<file path="src/rtl/bcpa_pkg.sv">
package bcpa_pkg;
    // operating mode as strapped at reset (normal 0..2, special 3..5, peripheral 6; each group single-chip, expanded, narrow)
    typedef enum logic [2:0] {
        MODE_NORM_SC,
        MODE_NORM_EXP,
        MODE_NORM_NARROW,
        MODE_SPEC_SC,
        MODE_SPEC_EXP,
        MODE_SPEC_NARROW,
        MODE_PERIPH
    } bcpa_mode_e;

    // word offsets (byte addresses) of our registers
    localparam logic [3:0] ADDR_ASSIGN = 4'h0;
    localparam logic [3:0] ADDR_PULLUP = 4'h4;
    localparam logic [3:0] ADDR_DRIVE = 4'h8;
    localparam logic [3:0] ADDR_MODE = 4'hc;

    // field positions of port_e_assignment
    localparam int B_NODATA = 7;
    localparam int B_TESTOUT = 6;
    localparam int B_PIPE = 5;
    localparam int B_ECLK_DIS = 4;
    localparam int B_STROBE = 3;
    localparam int B_RW = 2;
    localparam int B_CAL = 1;
    localparam int B_SEL = 0;
    // e_stretch_control position in the mode register
    localparam int B_STRETCH = 0;

    // reset values of port_e_assignment per mode, then of the pull-up, drive and mode registers
    localparam logic [7:0] RST_NORM_EXP = 8'h00;
    localparam logic [7:0] RST_SPEC_EXP = 8'h2c;
    localparam logic [7:0] RST_PERIPH = 8'hd0;
    localparam logic [7:0] RST_NORM_SC = 8'h90;
    localparam logic [7:0] RST_SPEC_SC = 8'h2e;
    localparam logic [7:0] RST_PULLUP = 8'h10;
    localparam logic [7:0] RST_DRIVE = 8'h00;
    localparam logic [7:0] RST_MODE = 8'h00;
    // implemented bits of pull-up and drive registers
    localparam logic [7:0] MASK_PORTS = 8'hf3;
    // port e pins that can carry a pull-up
    localparam logic [7:0] MASK_PE_PULL = 8'h8f;
endpackage

</file>
<file path="src/rtl/bcpa_top.sv">
// Notes on behaviour
// - no_data_enable 0 gives pin e7 bus enable or inverted E; 1 gives calibration or I/O.
// - single-chip and peripheral ignore no_data_enable; e7 calibration or I/O.
// - no_data_enable: normal one write; special every write but the first.
// - clock_gen_test_enable never writable normal; special all writes but first.
// - test enable drives e6 test output except single-chip/normal expanded; pipe overrides.
// - pipe_status_enable in expanded modes makes e6/e5 queue status outputs.
// - eclock_disable: one write normal single-chip, any special single-chip, else none.
// - E clock pin is input in peripheral mode, output elsewhere.
// - e4 carries E clock when disable 0; single-chip also needs stretch 0.
// - one 16-bit write updates assignment and mode register together.
// - low_strobe_enable drives e3 strobe except single-chip or normal narrow.
// - read_write_enable drives e2 read/write; no effect in single-chip modes.
// - calibration_enable accessible in every mode but peripheral; drives e7 reference when selected.
// - pe7_output_select picks bus enable (0) or inverted E (1) in expanded.
// - inverted E clock is exact opposite of E clock, may idle high.
// - pull enables act only on pins configured as inputs.
// - port e pull acts on pins 7,3,2,1,0 only.
// - port j and h enables load every input pin of their port.
// - pull-up register absent in peripheral mode.
// - assignment reset value depends on operating mode.
`timescale 1ns/10ps
`default_nettype none
module bcpa_top
    import bcpa_pkg::*;
(
    input wire logic i_clk,
    input wire logic i_rst,
    input wire bcpa_pkg::bcpa_mode_e i_mode,
    input wire logic [3:0] i_address,
    input wire logic i_read,
    input wire logic i_write,
    input wire logic [31:0] i_writedata,
    input wire logic [3:0] i_byteenable,
    output logic [31:0] o_readdata,
    output logic o_waitrequest,
    input wire logic i_eclk,
    input wire logic i_data_bus_enable,
    input wire logic i_low_byte_strobe,
    input wire logic i_rw,
    input wire logic i_clock_generator_test,
    input wire logic [1:0] i_pipe_status,
    input wire logic [7:0] i_pe_gpio_dir,
    input wire logic [7:0] i_pe_gpio_out,
    input wire logic [7:0] i_port_a_dir,
    input wire logic [7:0] i_port_b_dir,
    input wire logic [7:0] i_port_h_dir,
    input wire logic [7:0] i_port_j_dir,
    input wire logic [7:0] i_port_k_dir,
    output logic [7:0] o_pe_out,
    output logic [7:0] o_pe_oe,
    output logic [7:0] o_pe_pull,
    output logic [7:0] o_port_a_pull,
    output logic [7:0] o_port_b_pull,
    output logic [7:0] o_port_h_load,
    output logic [7:0] o_port_j_load,
    output logic [7:0] o_port_k_pull,
    output logic [5:0] o_low_drive
);
    import bcpa_pkg::*;

    logic [7:0] assign_q;
    logic [7:0] written_q;
    logic [7:0] pullup_q;
    logic [7:0] drive_q;
    logic drive_written_q;
    logic [7:0] mode_q;
    logic init_q;
    logic ack_q;
    logic special;
    logic single_chip;
    logic periph;
    logic expanded;
    logic norm_narrow;
    logic norm_exp;
    logic [7:0] wmask;
    logic [7:0] wdata0;
    logic [7:0] wdata1;
    logic wr_go;
    logic rd_go;
    logic [7:0] pe_alt;
    logic [7:0] pe_alt_out;
    logic [7:0] pe_alt_oe;

    // policy for a write to one policed bit: normal writes once, special skips the first
    function automatic logic may_write(input logic spec, input logic first_done,
                                       input logic never_normal);
        if (spec)
            may_write = first_done;
        else
            may_write = !never_normal && !first_done;
    endfunction

    // pull gating: enable only where the pin is an input
    function automatic logic [7:0] pull_gate(input logic en, input logic [7:0] dir);
        pull_gate = en ? ~dir : 8'h00;
    endfunction

    always_comb
    begin
        special = i_mode inside {MODE_SPEC_SC, MODE_SPEC_EXP, MODE_SPEC_NARROW};
        single_chip = i_mode inside {MODE_NORM_SC, MODE_SPEC_SC};
        periph = (i_mode == MODE_PERIPH);
        expanded = !single_chip && !periph;
        norm_narrow = (i_mode == MODE_NORM_NARROW);
        norm_exp = i_mode inside {MODE_NORM_EXP, MODE_NORM_NARROW};
    end

    // one wait state: read data is captured on the first edge, a write lands on the second
    assign wr_go = i_write && ack_q;
    assign rd_go = i_read && !ack_q;
    assign wdata0 = i_writedata[7:0];
    assign wdata1 = i_writedata[15:8];

    // per-bit write permission of the assignment register
    always_comb
    begin
        wmask = 8'h00;
        wmask[B_NODATA] = may_write(special, written_q[B_NODATA], 1'b0);
        wmask[B_TESTOUT] = may_write(special, written_q[B_TESTOUT], 1'b1);
        wmask[B_PIPE] = may_write(special, written_q[B_PIPE], 1'b0);
        wmask[B_STROBE] = may_write(special, written_q[B_STROBE], 1'b0);
        wmask[B_RW] = may_write(special, written_q[B_RW], 1'b0);
        wmask[B_SEL] = may_write(special, written_q[B_SEL], 1'b0);
        wmask[B_CAL] = 1'b1;
        if (i_mode == MODE_NORM_SC)
            wmask[B_ECLK_DIS] = !written_q[B_ECLK_DIS];
        else
            wmask[B_ECLK_DIS] = (i_mode == MODE_SPEC_SC);
        if (periph)
            wmask = 8'h00;
    end

    // bus handshake
    always_ff @(posedge i_clk or posedge i_rst)
    begin
        if (i_rst)
            ack_q <= 1'b0;
        else
            ack_q <= (i_read || i_write) && !ack_q;
    end

    always_ff @(posedge i_clk or posedge i_rst)
    begin
        if (i_rst)
            o_waitrequest <= 1'b1;
        else
            o_waitrequest <= !((i_read || i_write) && !ack_q);
    end

    // mode-dependent reset value is loaded one clock after release, since the
    // strap may not reach an async-reset flop
    always_ff @(posedge i_clk or posedge i_rst)
    begin
        if (i_rst)
            init_q <= 1'b1;
        else
            init_q <= 1'b0;
    end

    always_ff @(posedge i_clk or posedge i_rst)
    begin
        if (i_rst)
        begin
            assign_q <= RST_NORM_EXP;
            written_q <= 8'h00;
        end
        else if (init_q)
        begin
            unique case (i_mode)
                MODE_NORM_SC: assign_q <= RST_NORM_SC;
                MODE_SPEC_SC: assign_q <= RST_SPEC_SC;
                MODE_SPEC_EXP, MODE_SPEC_NARROW: assign_q <= RST_SPEC_EXP;
                MODE_PERIPH: assign_q <= RST_PERIPH;
                MODE_NORM_EXP, MODE_NORM_NARROW: assign_q <= RST_NORM_EXP;
            endcase
        end
        else if (wr_go && i_address == ADDR_ASSIGN && i_byteenable[0])
        begin
            // first write is recorded per bit whether or not it lands
            assign_q <= (assign_q & ~wmask) | (wdata0 & wmask);
            written_q <= written_q | (periph ? 8'h00 : 8'hff);
        end
    end

    // mode register shares the write: byte lane 1 of the same word
    always_ff @(posedge i_clk or posedge i_rst)
    begin
        if (i_rst)
            mode_q <= RST_MODE;
        else if (wr_go && i_address == ADDR_ASSIGN && i_byteenable[1])
            mode_q <= wdata1;
        else if (wr_go && i_address == ADDR_MODE && i_byteenable[0])
            mode_q <= wdata0;
    end

    always_ff @(posedge i_clk or posedge i_rst)
    begin
        if (i_rst)
            pullup_q <= RST_PULLUP;
        else if (wr_go && i_address == ADDR_PULLUP && i_byteenable[0] && !periph)
            pullup_q <= wdata0 & MASK_PORTS;
    end

    always_ff @(posedge i_clk or posedge i_rst)
    begin
        if (i_rst)
        begin
            drive_q <= RST_DRIVE;
            drive_written_q <= 1'b0;
        end
        else if (wr_go && i_address == ADDR_DRIVE && i_byteenable[0] && !periph)
        begin
            if (may_write(special, drive_written_q, 1'b0))
                drive_q <= wdata0 & MASK_PORTS;
            drive_written_q <= 1'b1;
        end
    end

    // read data; unmapped or absent registers read zero
    always_ff @(posedge i_clk or posedge i_rst)
    begin
        if (i_rst)
            o_readdata <= 32'h0000_0000;
        else if (rd_go)
        begin
            unique case (i_address)
                ADDR_ASSIGN: o_readdata <= periph ? 32'h0 : {16'h0, mode_q, assign_q};
                ADDR_PULLUP: o_readdata <= periph ? 32'h0 : {24'h0, pullup_q};
                ADDR_DRIVE: o_readdata <= periph ? 32'h0 : {24'h0, drive_q};
                ADDR_MODE: o_readdata <= {24'h0, mode_q};
                default: o_readdata <= 32'h0;
            endcase
        end
    end

    // alternate function selection per port e pin
    always_comb
    begin
        pe_alt = 8'h00;
        pe_alt_out = 8'h00;
        pe_alt_oe = 8'h00;
        if (expanded && !assign_q[B_NODATA])
        begin
            pe_alt[7] = 1'b1;
            pe_alt_oe[7] = 1'b1;
            pe_alt_out[7] = assign_q[B_SEL] ? !i_eclk : i_data_bus_enable;
        end
        else if (assign_q[B_CAL])
        begin
            pe_alt[7] = 1'b1;
            pe_alt_oe[7] = 1'b1;
            pe_alt_out[7] = i_eclk;
        end
        if (expanded && assign_q[B_PIPE])
        begin
            pe_alt[6:5] = 2'b11;
            pe_alt_oe[6:5] = 2'b11;
            pe_alt_out[6:5] = i_pipe_status;
        end
        else if (assign_q[B_TESTOUT] && !single_chip && !norm_exp)
        begin
            pe_alt[6] = 1'b1;
            pe_alt_oe[6] = 1'b1;
            pe_alt_out[6] = i_clock_generator_test;
        end
        // peripheral mode takes e4 as the E input whatever the disable bit says
        if (periph || (!assign_q[B_ECLK_DIS] && !(single_chip && mode_q[B_STRETCH])))
        begin
            pe_alt[4] = 1'b1;
            pe_alt_oe[4] = !periph;
            pe_alt_out[4] = i_eclk;
        end
        if (assign_q[B_STROBE] && !single_chip && !norm_narrow)
        begin
            pe_alt[3] = 1'b1;
            pe_alt_oe[3] = 1'b1;
            pe_alt_out[3] = i_low_byte_strobe;
        end
        if (assign_q[B_RW] && !single_chip)
        begin
            pe_alt[2] = 1'b1;
            pe_alt_oe[2] = 1'b1;
            pe_alt_out[2] = i_rw;
        end
    end

    // pins drive from flops; pins 1:0 are interrupt inputs and never drive
    always_ff @(posedge i_clk or posedge i_rst)
    begin
        if (i_rst)
        begin
            o_pe_out <= 8'h00;
            o_pe_oe <= 8'h00;
            o_pe_pull <= 8'h00;
        end
        else
        begin
            o_pe_out <= (pe_alt_out & pe_alt) | (i_pe_gpio_out & ~pe_alt & 8'hfc);
            o_pe_oe <= (pe_alt_oe & pe_alt) | (i_pe_gpio_dir & ~pe_alt & 8'hfc);
            o_pe_pull <= pull_gate(pullup_q[4], (pe_alt_oe & pe_alt) |
                (i_pe_gpio_dir & ~pe_alt & 8'hfc)) & MASK_PE_PULL;
        end
    end

    // other ports: enable applies only to input pins
    always_ff @(posedge i_clk or posedge i_rst)
    begin
        if (i_rst)
        begin
            o_port_a_pull <= 8'h00;
            o_port_b_pull <= 8'h00;
            o_port_h_load <= 8'h00;
            o_port_j_load <= 8'h00;
            o_port_k_pull <= 8'h00;
            o_low_drive <= 6'h00;
        end
        else
        begin
            o_port_a_pull <= pull_gate(pullup_q[0], i_port_a_dir);
            o_port_b_pull <= pull_gate(pullup_q[1], i_port_b_dir);
            o_port_h_load <= pull_gate(pullup_q[5], i_port_h_dir);
            o_port_j_load <= pull_gate(pullup_q[6], i_port_j_dir);
            o_port_k_pull <= pull_gate(pullup_q[7], i_port_k_dir);
            o_low_drive <= {drive_q[7:4], drive_q[1:0]};
        end
    end

    // pipe status may only show up on pins in expanded modes
    pipe_mode_a: assert property (@(posedge i_clk) disable iff (i_rst)
        !expanded |=> !(o_pe_oe[5] && !$past(i_pe_gpio_dir[5]) && $past(assign_q[B_PIPE])))
        else $error("pipe status driven outside expanded mode");
    // a normal-mode write never changes the test enable
    test_never_a: assert property (@(posedge i_clk) disable iff (i_rst || init_q)
        (!special && !periph) |=> $stable(assign_q[B_TESTOUT]) || $past(init_q))
        else $error("test enable changed in normal mode");
    // e clock pin is not driven in peripheral mode
    eclk_dir_a: assert property (@(posedge i_clk) disable iff (i_rst)
        periph && $stable(i_mode) |=> !o_pe_oe[4])
        else $error("e clock driven in peripheral mode");
    // pull never on a pin the port drives
    pull_input_a: assert property (@(posedge i_clk) disable iff (i_rst)
        (o_pe_pull & o_pe_oe) == 8'h00)
        else $error("pull on driven pin");
    // pins 6..4 never pulled
    pull_pins_a: assert property (@(posedge i_clk) disable iff (i_rst)
        o_pe_pull[6:4] == 3'b000)
        else $error("pull on pin 6..4");
    // second normal-mode write of no_data_enable is blocked
    once_nodata_a: assert property (@(posedge i_clk) disable iff (i_rst)
        !special && !periph && written_q[B_NODATA] && !init_q |=> $stable(assign_q[B_NODATA]))
        else $error("no_data_enable rewritten in normal mode");
    // special-mode first write of read_write_enable never lands
    first_skip_a: assert property (@(posedge i_clk) disable iff (i_rst)
        special && !init_q && !written_q[B_RW] |=> $stable(assign_q[B_RW]))
        else $error("first special write landed");
    // accesses are answered on the second edge
    bus_answer_a: assert property (@(posedge i_clk) disable iff (i_rst)
        $rose(i_read || i_write) && o_waitrequest |=> !o_waitrequest)
        else $error("bus answer late");
endmodule
`default_nettype wire

</file>
<file path="config.mk">
export PLATFORM = sky130hd
export DESIGN_NAME = bcpa_top
export DESIGN_NICKNAME = d
export VERILOG_FILES = /design/src/rtl/bcpa_pkg.sv /design/src/rtl/bcpa_top.sv
export SDC_FILE = /design/constraint.sdc
export NUM_CORES = 1
export LEC_CHECK = 0
export ABC_AREA = 1
export ABC_CLOCK_PERIOD_IN_PS = 7700
export BUFFER_PORTS_ARGS = -buffer_cell sky130_fd_sc_hd__buf_2
export CAP_MARGIN = 5
export CORE_ASPECT_RATIO = 0.5
export CORE_MARGIN = 2
export CORE_UTILIZATION = 45
export DETAILED_ROUTE_END_ITERATION = 10
export PLACE_DENSITY = 0.83
export SETUP_SLACK_MARGIN = 0.05
export SLEW_MARGIN = 20
export SYNTH_ARGS = -nofsm -noshare
export SYNTH_HDL_FRONTEND = slang
export SYNTH_SLANG_ARGS = --single-unit
</file>
<file path="constraint.sdc">
create_clock -name i_clk -period 7.7 [get_ports i_clk]
set_input_delay 0.77 -clock i_clk [delete_from_list [all_inputs] [get_ports i_clk]]
set_output_delay 0.77 -clock i_clk [all_outputs]
set_load 0.05 [all_outputs]
</file>
---- Word-level counts from Yosys, hierarchy flattened ----
Index checks and enable logic that the tools add are counted.
storage, ports and cells
  flip-flop bits (word level) ............. 139
  output and inout port bits .............. 103
  word-level logic and storage cells ...... 145
cells by class
  equal/unequal tests ..................... 9
  mux-type cells .......................... 44
  bitwise operators ....................... 19
  reduce and logical (&&, ||, !) cells .... 54
operators with widths
  kind                                                                   number
  8-bit 2-to-1 mux                                                       14
  8-bit NOT                                                              8
  16-bit case mux with 4 select lines                                    1
  8-bit AND                                                              6
  8-bit case mux with 5 select lines                                     1
  8-bit OR                                                               4
  1-bit 2-to-1 mux                                                       27
  1-bit logical AND                                                      24
  1-bit logical NOT                                                      17
  16-bit 2-to-1 mux                                                      1
  3-bit equality test, second input constant                             3
  4-bit equality test, second input constant                             2
  2-bit nonzero test                                                     4
  3-bit by 2-bit equality test with 1-bit output, second input constant  2
  4-bit by 3-bit equality test with 1-bit output, second input constant  1
  4-bit logical NOT                                                      1
  2-bit AND reduction                                                    2
  2-bit OR reduction                                                     2
  3-bit by 1-bit equality test with 1-bit output, second input constant  1
  3-bit logical NOT                                                      1
  3-bit nonzero test                                                     1
  1-bit logical OR                                                       2
  1-bit NOT                                                              1

---- Longest topological paths before layout ----
Gate-level depths: netlist of run 1.
  word-level depth ........................ 12
  depth in mapped cells ................... 9
  depth with buffers taken out ............ 8

---- Worst setup path after synthesis of run 1 ----
Ideal clock, no wire load.
  path type ............................... input-to-reg
  start point ............................. in i_address[1]
  end point ............................... reg mode_q[0]
  data arrival time ....................... 1.653 ns
  data required time ...................... 7.576 ns
  path slack .............................. 5.923 ns
  stages .................................. 7
  path buffers ............................ 1
  cells stage by stage .................... nor2_4 nand2_2 buf_6 nor3b_4 nor2_4 nand2_1 nand3_1
between the ends
  word-level cells in the longest chain between the ends .. 4
  elaborated cells on any way between the ends .. 8
  classes of those cells .................. eq/ne (1); mux (1); reduce/logical (6)
RTL lines
  what                                                                     line                              source
  start: declaration                                                       bcpa_top.sv:30                    input wire logic [3:0] i_address,
  4-bit equality test / 4-bit logical NOT (equally long branches)          bcpa_top.sv:193, bcpa_top.sv:191
  1-bit logical AND (on tied branches) (2 in series)                       bcpa_top.sv:193, bcpa_top.sv:191
  2-bit nonzero test (no line) / 8-bit 2-to-1 mux (equally long branches)  n/a
  end signal: assignment                                                   bcpa_top.sv:192                   mode_q <= wdata1;
  end signal: assignment                                                   bcpa_top.sv:194                   mode_q <= wdata0;
  end: declaration                                                         bcpa_top.sv:67                    logic [7:0] mode_q;
Parallel ways exist; a longest one is shown, timed or not.
A chain may end at the register's enable or synchronous reset.

---- Worst setup path in the final report of run 1 ----
  start point ............................. in i_mode[0]
  end point ............................... reg pullup_q[0]
between the ends
  word-level cells in the longest chain between the ends .. 3
RTL lines
  what                    line             source
  start: declaration      bcpa_top.sv:29   input wire bcpa_pkg::bcpa_mode_e i_mode,
  3-bit equality test     bcpa_top.sv:103  periph = (i_mode == MODE_PERIPH);
  1-bit logical NOT       bcpa_top.sv:201  else if (wr_go && i_address == ADDR_PULLUP && i_byteenable[0] && !periph)
  1-bit logical AND       bcpa_top.sv:201
  end signal: assignment  bcpa_top.sv:202  pullup_q <= wdata0 & MASK_PORTS;
  end: declaration        bcpa_top.sv:64   logic [7:0] pullup_q;
Every way passes these cells.

==> impl_metrics.csv, run 1 <==
group,metric,value,unit
run_status,status,"completed",
yosys,yosysWarningCount,0,
timing,post-route-period-util,27.29,%
worst_setup_path,end_kind,"register",
yosys,yosysTopAreaCellShare,57.79,%
detailed_routing,drtAntennaViolNets,0,
cells_and_area,seq_area,0.002932,mm2
worst_setup_path,start_kind,"input port",
pwr,power_density,276.5,mW/mm2
cells_and_area,fillers,890,
worst_setup_path,path_buf_inv,2,
worst_setup_path,crit_chain,"buf_2 -> inv_1 -> nand3_2 -> nand2_2 -> or2_1 -> nand2_1 -> o21ai_2",
floorplanning,dieArea,0.01187,mm2
floorplanning,die_x,152.1,um
placement,gp_congestion,0.9019,
clock_tree,hold_buffers,0,
timing,finalHoldViolations,0,
yosys,synthTopCellsByCount,"nand2_1 (157), dfrtp_1 (114), nor2_1 (69)",
worst_setup_path,worstPathRequired,8.03,ns
timing,setup_viol,0,
cells_and_area,n_antenna_cell,0,
clock_tree,clkTransAtPathRegs,0.05,ns
grt,grt_pass1_vias,4194,
detailed_routing,avgRoutedWirePerCell,14.12,um
floorplanning,core,0.01044,mm2
detailed_routing,routed_wl,12300,um
yosys,synth_edf_count,0,
yosys,syn-instance-count,542,
worst_setup_path,criticalPathCategory,"input port to register",
clock_tree,root_buffer,"clkbuf_16",
clock_tree,ctsLongestPathBuffers,2,
placement,port_buffers,167,
yosys,ys_seq_area_share,59.39,%
detailed_routing,via_count,4264,
clock_tree,post_cts_resized,0,
clock_tree,cts.htree.levels,4,
worst_hold_path,hold_path_class,"input port to asynchronous set/reset pin",
grt,grt_pass1_wl,20330,um
timing,fmax,475.8,MHz
cells_and_area,multi_input_area,0.001669,mm2
floorplanning,die_h,78.06,um
clock_tree,cts_sinks,117,
yosys,yosysMostFrequentCell,"nand2_1",
timing,worst_pin_slew,0.9065,ns
detailed_routing,wl_met3,1012,um
placement,place_hpwl,8743,um
worst_setup_path,slowest_stage,"nand3_2",
grt,antenna_found_initial,0,
timing,max-slew-margin-rel,39.56,%
clock_tree,cts_setup_buffers,0,
clock_tree,cts_made_buffers,17,
timing,finalSetupTns,0,ns
detailed_routing,maxUsedRoutingLayer,"met4",
worst_setup_path,critical_path_arrival,2.43,ns
timing,rsz0062_at_grt,"false",
timing,finalClockSkew,0.009138,ns
yosys,avgSynthCellArea,9.107,um2
cells_and_area,drive_gt1_share,32.01,%
pwr,peakVddDrop,0.1505,mV
detailed_routing,routed_via_density,4.896,
cells_and_area,fin_nets,828,
yosys,synth_top_area_cell,"dfrtp_1",
worst_setup_path,cp_max_fo,30,
clock_tree,clk_latency,0.41,ns
floorplanning,num_rows,26,
detailed_routing,wl_met2,5747,um
yosys,synth_area_leaders,"dfrtp_1 (58%), nand2_1 (12%), nor2_1 (5.2%)",
placement,place_area,0.005794,mm2
yosys,async_flop_share,100.0,%
yosys,yosys.cell_types.count,29,
yosys,syn_area,0.004936,mm2
cells_and_area,area_growth,29.25,%
timing,slew_violations,0,
detailed_routing,drtIter0Drc,383,
yosys,ys_ff_latch,117,
timing,min_period,2.102,ns
floorplanning,start_util,47.27,%
worst_setup_path,critPathMaxStageDelay,0.47,ns
cells_and_area,fin_area,0.006380,mm2
worst_setup_path,crit_family,"simple AND/OR/NAND/NOR gates",
yosys,synth_top_flop_cell,"dfrtp_1",
job,maxCapViolations,0,
detailed_routing,drt-pass1-iter-count,7,
detailed_routing,drt-met1-wl,5320,um
clock_tree,cts_tree,"built",
pwr,cellLeakagePower,0.003599,uW
grt,overflow,0,
grt,grt_max_degree,74,
detailed_routing,drc,0,
floorplanning,ios,213,
grt,grt_util_all_layers,21.98,%
-- area by class of cell --
type,instances,area share [%]
clock inverters,12,2.020
flip-flops and latches,117,45.95
multi-input cells,368,26.16
well taps,140,2.746
repair buffers,168,13.22
clock buffers,20,7.158
inverters,46,2.746
-- cells in the final DEF, fill, tap and decap left out, drive strengths merged --
master	count
dfstp	3
nand2	164
clkbuf	20
dfrtp	114
clkinvlp	3
nor3	11
buf	168
bufinv	2
nor3b	1
inv	42
nand3	34
a21oi	8
nand4	9
clkinv	11
or2	7
nor2	77
o21ai	30
conb	24
o211ai	3
-- metrics by stage --
stage	power, uW	cells	hold slack, ns	setup slack (ns)	util, %
2_1_floorplan	923.7	565	0.3744	3.834	-
3_3_place_gp	994.1	839	0.4060	5.232	55.49
3_5_place_dp	1002	839	0.4047	5.224	55.49
4_1_cts	1779	871	0.4124	5.636	61.10
5_1_grt	1838	871	0.4235	5.385	61.10
6_report	1764	871	0.4077	5.598	61.10
-- final timing paths --
| path | startpoint | to | slack, ns | cells after the start |
|---|---|---|---|---|
| min in group i_clk | pullup_q[4]$_DFFE_PP1P_ | o_pe_pull[1]$_DFF_PP0_ | 0.41 | 0 |
| worst max-delay path | i_mode[0] | pullup_q[0]$_DFFE_PP0P_ | 5.60 | 7 |
| worst min-delay path | i_rst | o_port_h_load[2]$_DFF_PP0_ | 0.41 | 2 |
| max in group asynchronous | i_rst | o_pe_oe[6]$_DFF_PP0_ | 5.96 | 3 |
| worst max register to register | ack_q$_DFF_PP0_ | mode_q[1]$_DFFE_PP0P_ | 6.08 | 5 |
| worst min register to register | pullup_q[4]$_DFFE_PP1P_ | o_pe_pull[1]$_DFF_PP0_ | 0.41 | 0 |
-- kinds of logic after synthesis --
logic type,Yosys count,share of synthesized area [%]
and+or+nand+nor,303,27.07
DFF,117,59.39
buffers and inverters,80,8.542
AOI/OAI and AO/OA,41,4.918
other,1,0.07597
-- registers in the layout, summed over array words and instances, names as in the netlist, 4 cells and up, named ones only --
register	count
o_pe_pull	4
o_readdata	16
o_port_j_load	8
o_pe_oe	6
mode_q	8
o_pe_out	6
drive_q	6
written_q	7
o_low_drive	6
o_port_a_pull	8
o_port_k_pull	8
o_port_h_load	8
o_port_b_pull	8
pullup_q	6
-- routing by layer --
layer  track usage [%]  vias up
li1                  -     2020
met1             28.83     2002
met2             35.77      217
met3             4.970       25
met4             9.439        0
met5                 0        -
-- worst register-to-register path, cell delays in order, from the launching register on --
cell and delay, ns:
dfrtp_1 0.38, nand3_1 0.24, nor2_2 0.48, nor2_4 0.14, nand2_1 0.12, nand3_1 0.11
-- where the power goes --
| part | total [uW] | leakage [uW] | internal (uW) | switching, uW |
|---|---|---|---|---|
| clock network | 771 | 0.000282 | 492 | 279 |
| registers | 695 | 0.00152 | 666 | 28.8 |
| logic | 298 | 0.00179 | 67.5 | 231 |
Note: power is estimated with default switching activity, not from simulation.
==> run 2: changes to the inputs <==
- ABC_CLOCK_PERIOD_IN_PS: 7700 -> 1800
- CORE_UTILIZATION: 45 -> 43
- clock period: 7.7 -> 1.8 ns (I/O delays scaled with it)
==> impl_metrics.csv, run 2 (synthesized netlist as in run 1, its figures left out) <==
group,metric,value,unit
run_status,status,"completed",
clock_tree,cts_tree,"built",
worst_setup_path,critPathMaxStageDelay,0.41,ns
pwr,power_density,1083,mW/mm2
floorplanning,start_util,44.55,%
floorplanning,core,0.01108,mm2
grt,grt_pass1_wl,22360,um
worst_setup_path,worstPathRequired,2.08,ns
clock_tree,cts.htree.levels,4,
cells_and_area,layout_commonest_cell,"buf_2",
timing,slew_violations,0,
timing,finalSetupTns,0,ns
cells_and_area,fin_nets,889,
detailed_routing,routed_wl,14060,um
detailed_routing,drt-pass1-iter-count,5,
timing,setup_viol,0,
worst_setup_path,path_buf_inv,1,
job,maxCapViolations,0,
placement,place_hpwl,8962,um
detailed_routing,drtAntennaViolNets,0,
floorplanning,dieArea,0.01240,mm2
placement,gp_congestion,0.9100,
worst_setup_path,r2r_slack,0.24,ns
clock_tree,clkTransAtPathRegs,0.05,ns
timing,post-route-period-util,86.51,%
grt,grt_pass1_vias,4616,
worst_setup_path,slowest_stage,"or2_1",
cells_and_area,fillers,865,
cells_and_area,seq_area,0.002932,mm2
worst_setup_path,critical_path_arrival,1.84,ns
cells_and_area,largest_register,"o_readdata",
clock_tree,cts_made_buffers,17,
floorplanning,num_rows,27,
worst_setup_path,crit_family,"simple AND/OR/NAND/NOR gates",
detailed_routing,avgRoutedWirePerCell,15.04,um
grt,overflow,0,
floorplanning,ios,213,
clock_tree,cts_sinks,117,
grt,grt_util_all_layers,23.53,%
timing,min_period,1.557,ns
cells_and_area,multi_input_area,0.001669,mm2
grt,grt_max_degree,37,
timing,finalHoldViolations,0,
worst_setup_path,cp_max_fo,12,
detailed_routing,via_count,4570,
pwr,cellLeakagePower,0.003854,uW
clock_tree,clk_latency,0.41,ns
detailed_routing,routed_via_density,4.888,
cells_and_area,drive_gt1_share,30.00,%
timing,fmax,642.2,MHz
timing,rsz0062_at_grt,"false",
timing,hold_slack,0.01436,ns
worst_setup_path,start_kind,"register",
worst_setup_path,criticalPathCategory,"register to register",
cells_and_area,largest_reg_flops,16,
placement,port_buffers,167,
grt,antenna_found_initial,0,
timing,finalClockSkew,0.008885,ns
detailed_routing,drc,0,
pwr,total_power,7581,uW
cells_and_area,n_antenna_cell,0,
detailed_routing,drtIter0Drc,480,
pwr,peakVddDrop,0.7417,mV
cells_and_area,final_cell_mix,"buf_2 (167), nand2_1 (157), dfrtp_1 (114), nor2_1 (69), dlygate4sd3_1 (56)",
worst_setup_path,end_kind,"register",
worst_setup_path,crit_chain,"nand3_1 -> inv_1 -> nand2_2 -> or2_1 -> nand2_1 -> o21ai_2",
clock_tree,root_buffer,"clkbuf_16",
clock_tree,ctsLongestPathBuffers,2,
floorplanning,die_h,79.76,um
worst_hold_path,hold_path_class,"input port to register",
cells_and_area,area_growth,41.77,%
clock_tree,cts_setup_buffers,0,
floorplanning,die_x,155.5,um
==> run 2: changes by cell type in the layout (fill, tap and decap cells not counted), sizes merged <==
cell and delta:
inv -2, dlygate4sd3 +56, clkinv -2, clkinvlp +1, clkbuf +2, bufinv -1, buf +5
==> run 2: routing by layer <==
metal | up-vias | GRT usage (%) | wire, um | share of wire [%]
met5 | - | 0 | 0 | 0
met4 | 0 | 10.73 | 303 | 2.2
met3 | 29 | 4.452 | 1090 | 7.8
li1 | 2128 | - | - | -
met1 | 2173 | 28.03 | 5586 | 40
met2 | 240 | 41.99 | 7079 | 50
==> run 2: layout make-up <==
cell class | count | share of cell area, %
clock buffers | 22 | 6.919
clock inverters | 8 | 1.091
inverters | 46 | 2.521
multi-input cells | 368 | 23.85
flip-flops and latches | 117 | 41.89
well taps | 145 | 2.593
repair buffers | 229 | 21.13
==> run 2: tightest hold or removal path, stage by stage <==
cell     delay (ns)
buf_2          0.08
nand2_1        0.05
nand3_1        0.07
==> run 2: worst paths after layout <==
check                                         from                      end  depth (start not counted)
max                                ack_q$_DFF_PP0_  pullup_q[6]$_DFFE_PP0P_                          6
min                                i_writedata[14]    mode_q[6]$_DFFE_PP0P_                          3
max reg2reg                        ack_q$_DFF_PP0_  pullup_q[6]$_DFFE_PP0P_                          6
min reg2reg                pullup_q[4]$_DFFE_PP1P_   o_pe_pull[1]$_DFF_PP0_                          0
max in group asynchronous                    i_rst         init_q$_DFF_PP1_                          4
min in group asynchronous                    i_rst     o_pe_oe[2]$_DFF_PP0_                          3
==> run 2: where the power goes <==
| group | switching (uW) | leakage [uW] | internal (uW) |
|---|---|---|---|
| sequential | 129 | 0.00152 | 2850 |
| combinational | 1030 | 0.00206 | 389 |
| clock | 1160 | 0.000270 | 2020 |
==> run 2: metrics by stage <==
step                      area [um2]  util [%]  setup WS (ns)  std cells
after floorplan                 5026         -         0.1951        565
after global placement          5877     53.04         0.2701        849
after detailed placement        5877     53.04         0.2369        849
after CTS                       6998     63.15         0.2471        935
after global routing            6998     63.15        0.06440        935
final                           6998     63.15         0.2428        935
==> run 2: timing repair <==
item,4_1_cts,5_1_grt
hold endpoints to repair,62,0
hold buffers,56,0
resized for setup,0,0
==> run 3: changes to the inputs <==
- CELL_PAD_IN_SITES_DETAIL_PLACEMENT: unset -> 0
- CELL_PAD_IN_SITES_GLOBAL_PLACEMENT: unset -> 1
- CORE_UTILIZATION: 43 -> 31
- SLEW_MARGIN: 20 -> unset
==> impl_metrics.csv, run 3 (synthesized netlist as in run 1, its figures left out) <==
group,metric,value,unit
floorplanning,die_h,93.23,um
detailed_routing,routed_wl,13370,um
detailed_routing,drt-met1-wl,6082,um
detailed_routing,drtAntennaViolNets,0,
grt,grt_pass1_vias,4285,
run_status,status,"completed",
grt,grt_pass1_wl,21380,um
clock_tree,cts_sinks,117,
placement,place_ws,0.1939,ns
worst_setup_path,crit_chain,"nand3_1 -> inv_1 -> nand2_2 -> or2_1 -> nand2_1 -> o21ai_2",
timing,post-route-period-util,89.46,%
floorplanning,core,0.01549,mm2
detailed_routing,via_count,4365,
clock_tree,cts_setup_buffers,0,
cells_and_area,drive_gt1_share,30.29,%
worst_setup_path,end_kind,"register",
timing,rsz0062_at_grt,"false",
worst_setup_path,start_kind,"register",
timing,min_period,1.610,ns
detailed_routing,drc,0,
detailed_routing,avgRoutedWirePerCell,13.33,um
timing,layout_setup_ws,0.1898,ns
cells_and_area,final_cell_mix,"buf_2 (167), nand2_1 (157), dfrtp_1 (114), nor2_1 (69), dlygate4sd3_1 (60)",
clock_tree,clkTransAtPathRegs,0.06,ns
cells_and_area,largest_reg_flops,16,
worst_setup_path,slowest_stage,"or2_1",
cells_and_area,largest_register,"o_readdata",
cells_and_area,layout_commonest_cell,"buf_2",
floorplanning,ios,213,
timing,setup_viol,0,
clock_tree,cts_tree,"built",
clock_tree,ctsLongestPathBuffers,2,
worst_hold_path,hold_path_class,"input port to register",
timing,fmax,621.0,MHz
detailed_routing,maxUsedRoutingLayer,"met4",
floorplanning,num_rows,32,
worst_setup_path,cp_max_fo,12,
clock_tree,cts_made_buffers,17,
detailed_routing,routed_via_density,4.352,
cells_and_area,area_growth,45.70,%
timing,finalClockSkew,0.009270,ns
floorplanning,die_x,182.5,um
timing,finalSetupTns,0,ns
grt,overflow,0,
timing,finalHoldViolations,0,
cells_and_area,fin_util,46.41,%
cells_and_area,n_antenna_cell,0,
clock_tree,root_buffer,"clkbuf_16",
detailed_routing,drt-pass1-iter-count,4,
grt,antenna_found_initial,1,
detailed_routing,wl_met3,704,um
detailed_routing,wl_met2,6453,um
worst_setup_path,critPathMaxStageDelay,0.40,ns
placement,gp_congestion,0.7979,
placement,port_buffers,167,
job,maxCapViolations,0,
floorplanning,dieArea,0.01701,mm2
pwr,cellLeakagePower,0.003911,uW
detailed_routing,drtIter0Drc,199,
pwr,power_density,1096,mW/mm2
floorplanning,start_util,31.86,%
grt,grt_util_all_layers,16.34,%
grt,grt_max_degree,46,
clock_tree,cts.htree.levels,4,
cells_and_area,fin_nets,896,
worst_setup_path,criticalPathCategory,"register to register",
clock_tree,clk_latency,0.41,ns
pwr,total_power,7886,uW
worst_setup_path,worstPathRequired,2.08,ns
worst_setup_path,critical_path_arrival,1.89,ns
placement,place_hpwl,9585,um
timing,slew_violations,0,
pwr,peakVddDrop,0.7273,mV
-- run 3: cell types whose count changed in the layout (fill, tap and decap cells not counted), sizes merged --
cell         delta
inv             +2
clkinvlp        -1
bufinv          +2
clkbuf          -3
clkinv          +2
buf             +3
dlygate4sd3     +4
-- run 3: worst max-delay path: cells and delay by family (launching register included) --
kind / cells / cell delay (ns)
buffers and inverters: 1 / 0.14
DFF: 1 / 0.38
and+or+nand+nor: 4 / 0.90
AOI/OAI and AO/OA: 1 / 0.06
-- run 3: layout make-up --
type / count / area, um2
Clock buffer: 19 / 442.9
Clock inverter: 13 / 175.2
Fill cell: 1479 / 8303
Inverter: 46 / 176.4
Multi-Input combinational cell: 368 / 1669
Sequential cell: 117 / 2932
Tap cell: 204 / 255.2
Timing Repair Buffer: 236 / 1541
-- run 3: metal layers --
layer	vias to the layer above	GRT usage (%)
met5	-	0
met2	120	26.97
met4	0	5.511
met1	2080	21.11
met3	12	4.206
li1	2153	-
-- run 3: through the flow --
| step | hold slack, ns | cells | instance area, um2 |
|---|---|---|---|
| floorplan | 0.2464 | 565 | 5026 |
| detailed placement | 0.2116 | 911 | 5973 |
| CTS | 0.002179 | 1001 | 7172 |
| finish | 0.008873 | 1003 | 7192 |
| global route | 0.01590 | 1003 | 7192 |
| global placement | 0.1999 | 911 | 5973 |
-- run 3: repair_timing --
action	4_1_cts	5_1_grt
endpoints found under the hold margin	69	2
hold buffers	58	2
gates resized for setup	0	0
setup endpoints to repair	0	0
-- run 3: path summary, 6_finish.rpt --
kind | startpoint | to | slack (ns) | cells past startpoint
max | ack_q$_DFF_PP0_ | pullup_q[1]$_DFFE_PP0P_ | 0.19 | 6
min | i_writedata[5] | mode_q[5]$_DFFE_PP0P_ | 0.009 | 3
max reg2reg | ack_q$_DFF_PP0_ | pullup_q[1]$_DFFE_PP0P_ | 0.19 | 6
min reg2reg | drive_q[0]$_DFFE_PP0P_ | o_low_drive[0]$_DFF_PP0_ | 0.41 | 0
max in group asynchronous | i_rst | init_q$_DFF_PP1_ | 0.90 | 4
min in group asynchronous | i_rst | o_port_b_pull[4]$_DFF_PP0_ | 0.32 | 3
-- run 3: power breakdown --
group | switching (uW) | internal [uW] | leakage [uW]
registers | 121 | 2850 | 0.00152
logic | 1000 | 397 | 0.00209
clock network | 1280 | 2230 | 0.000294
total | 2410 | 5480 | 0.00391
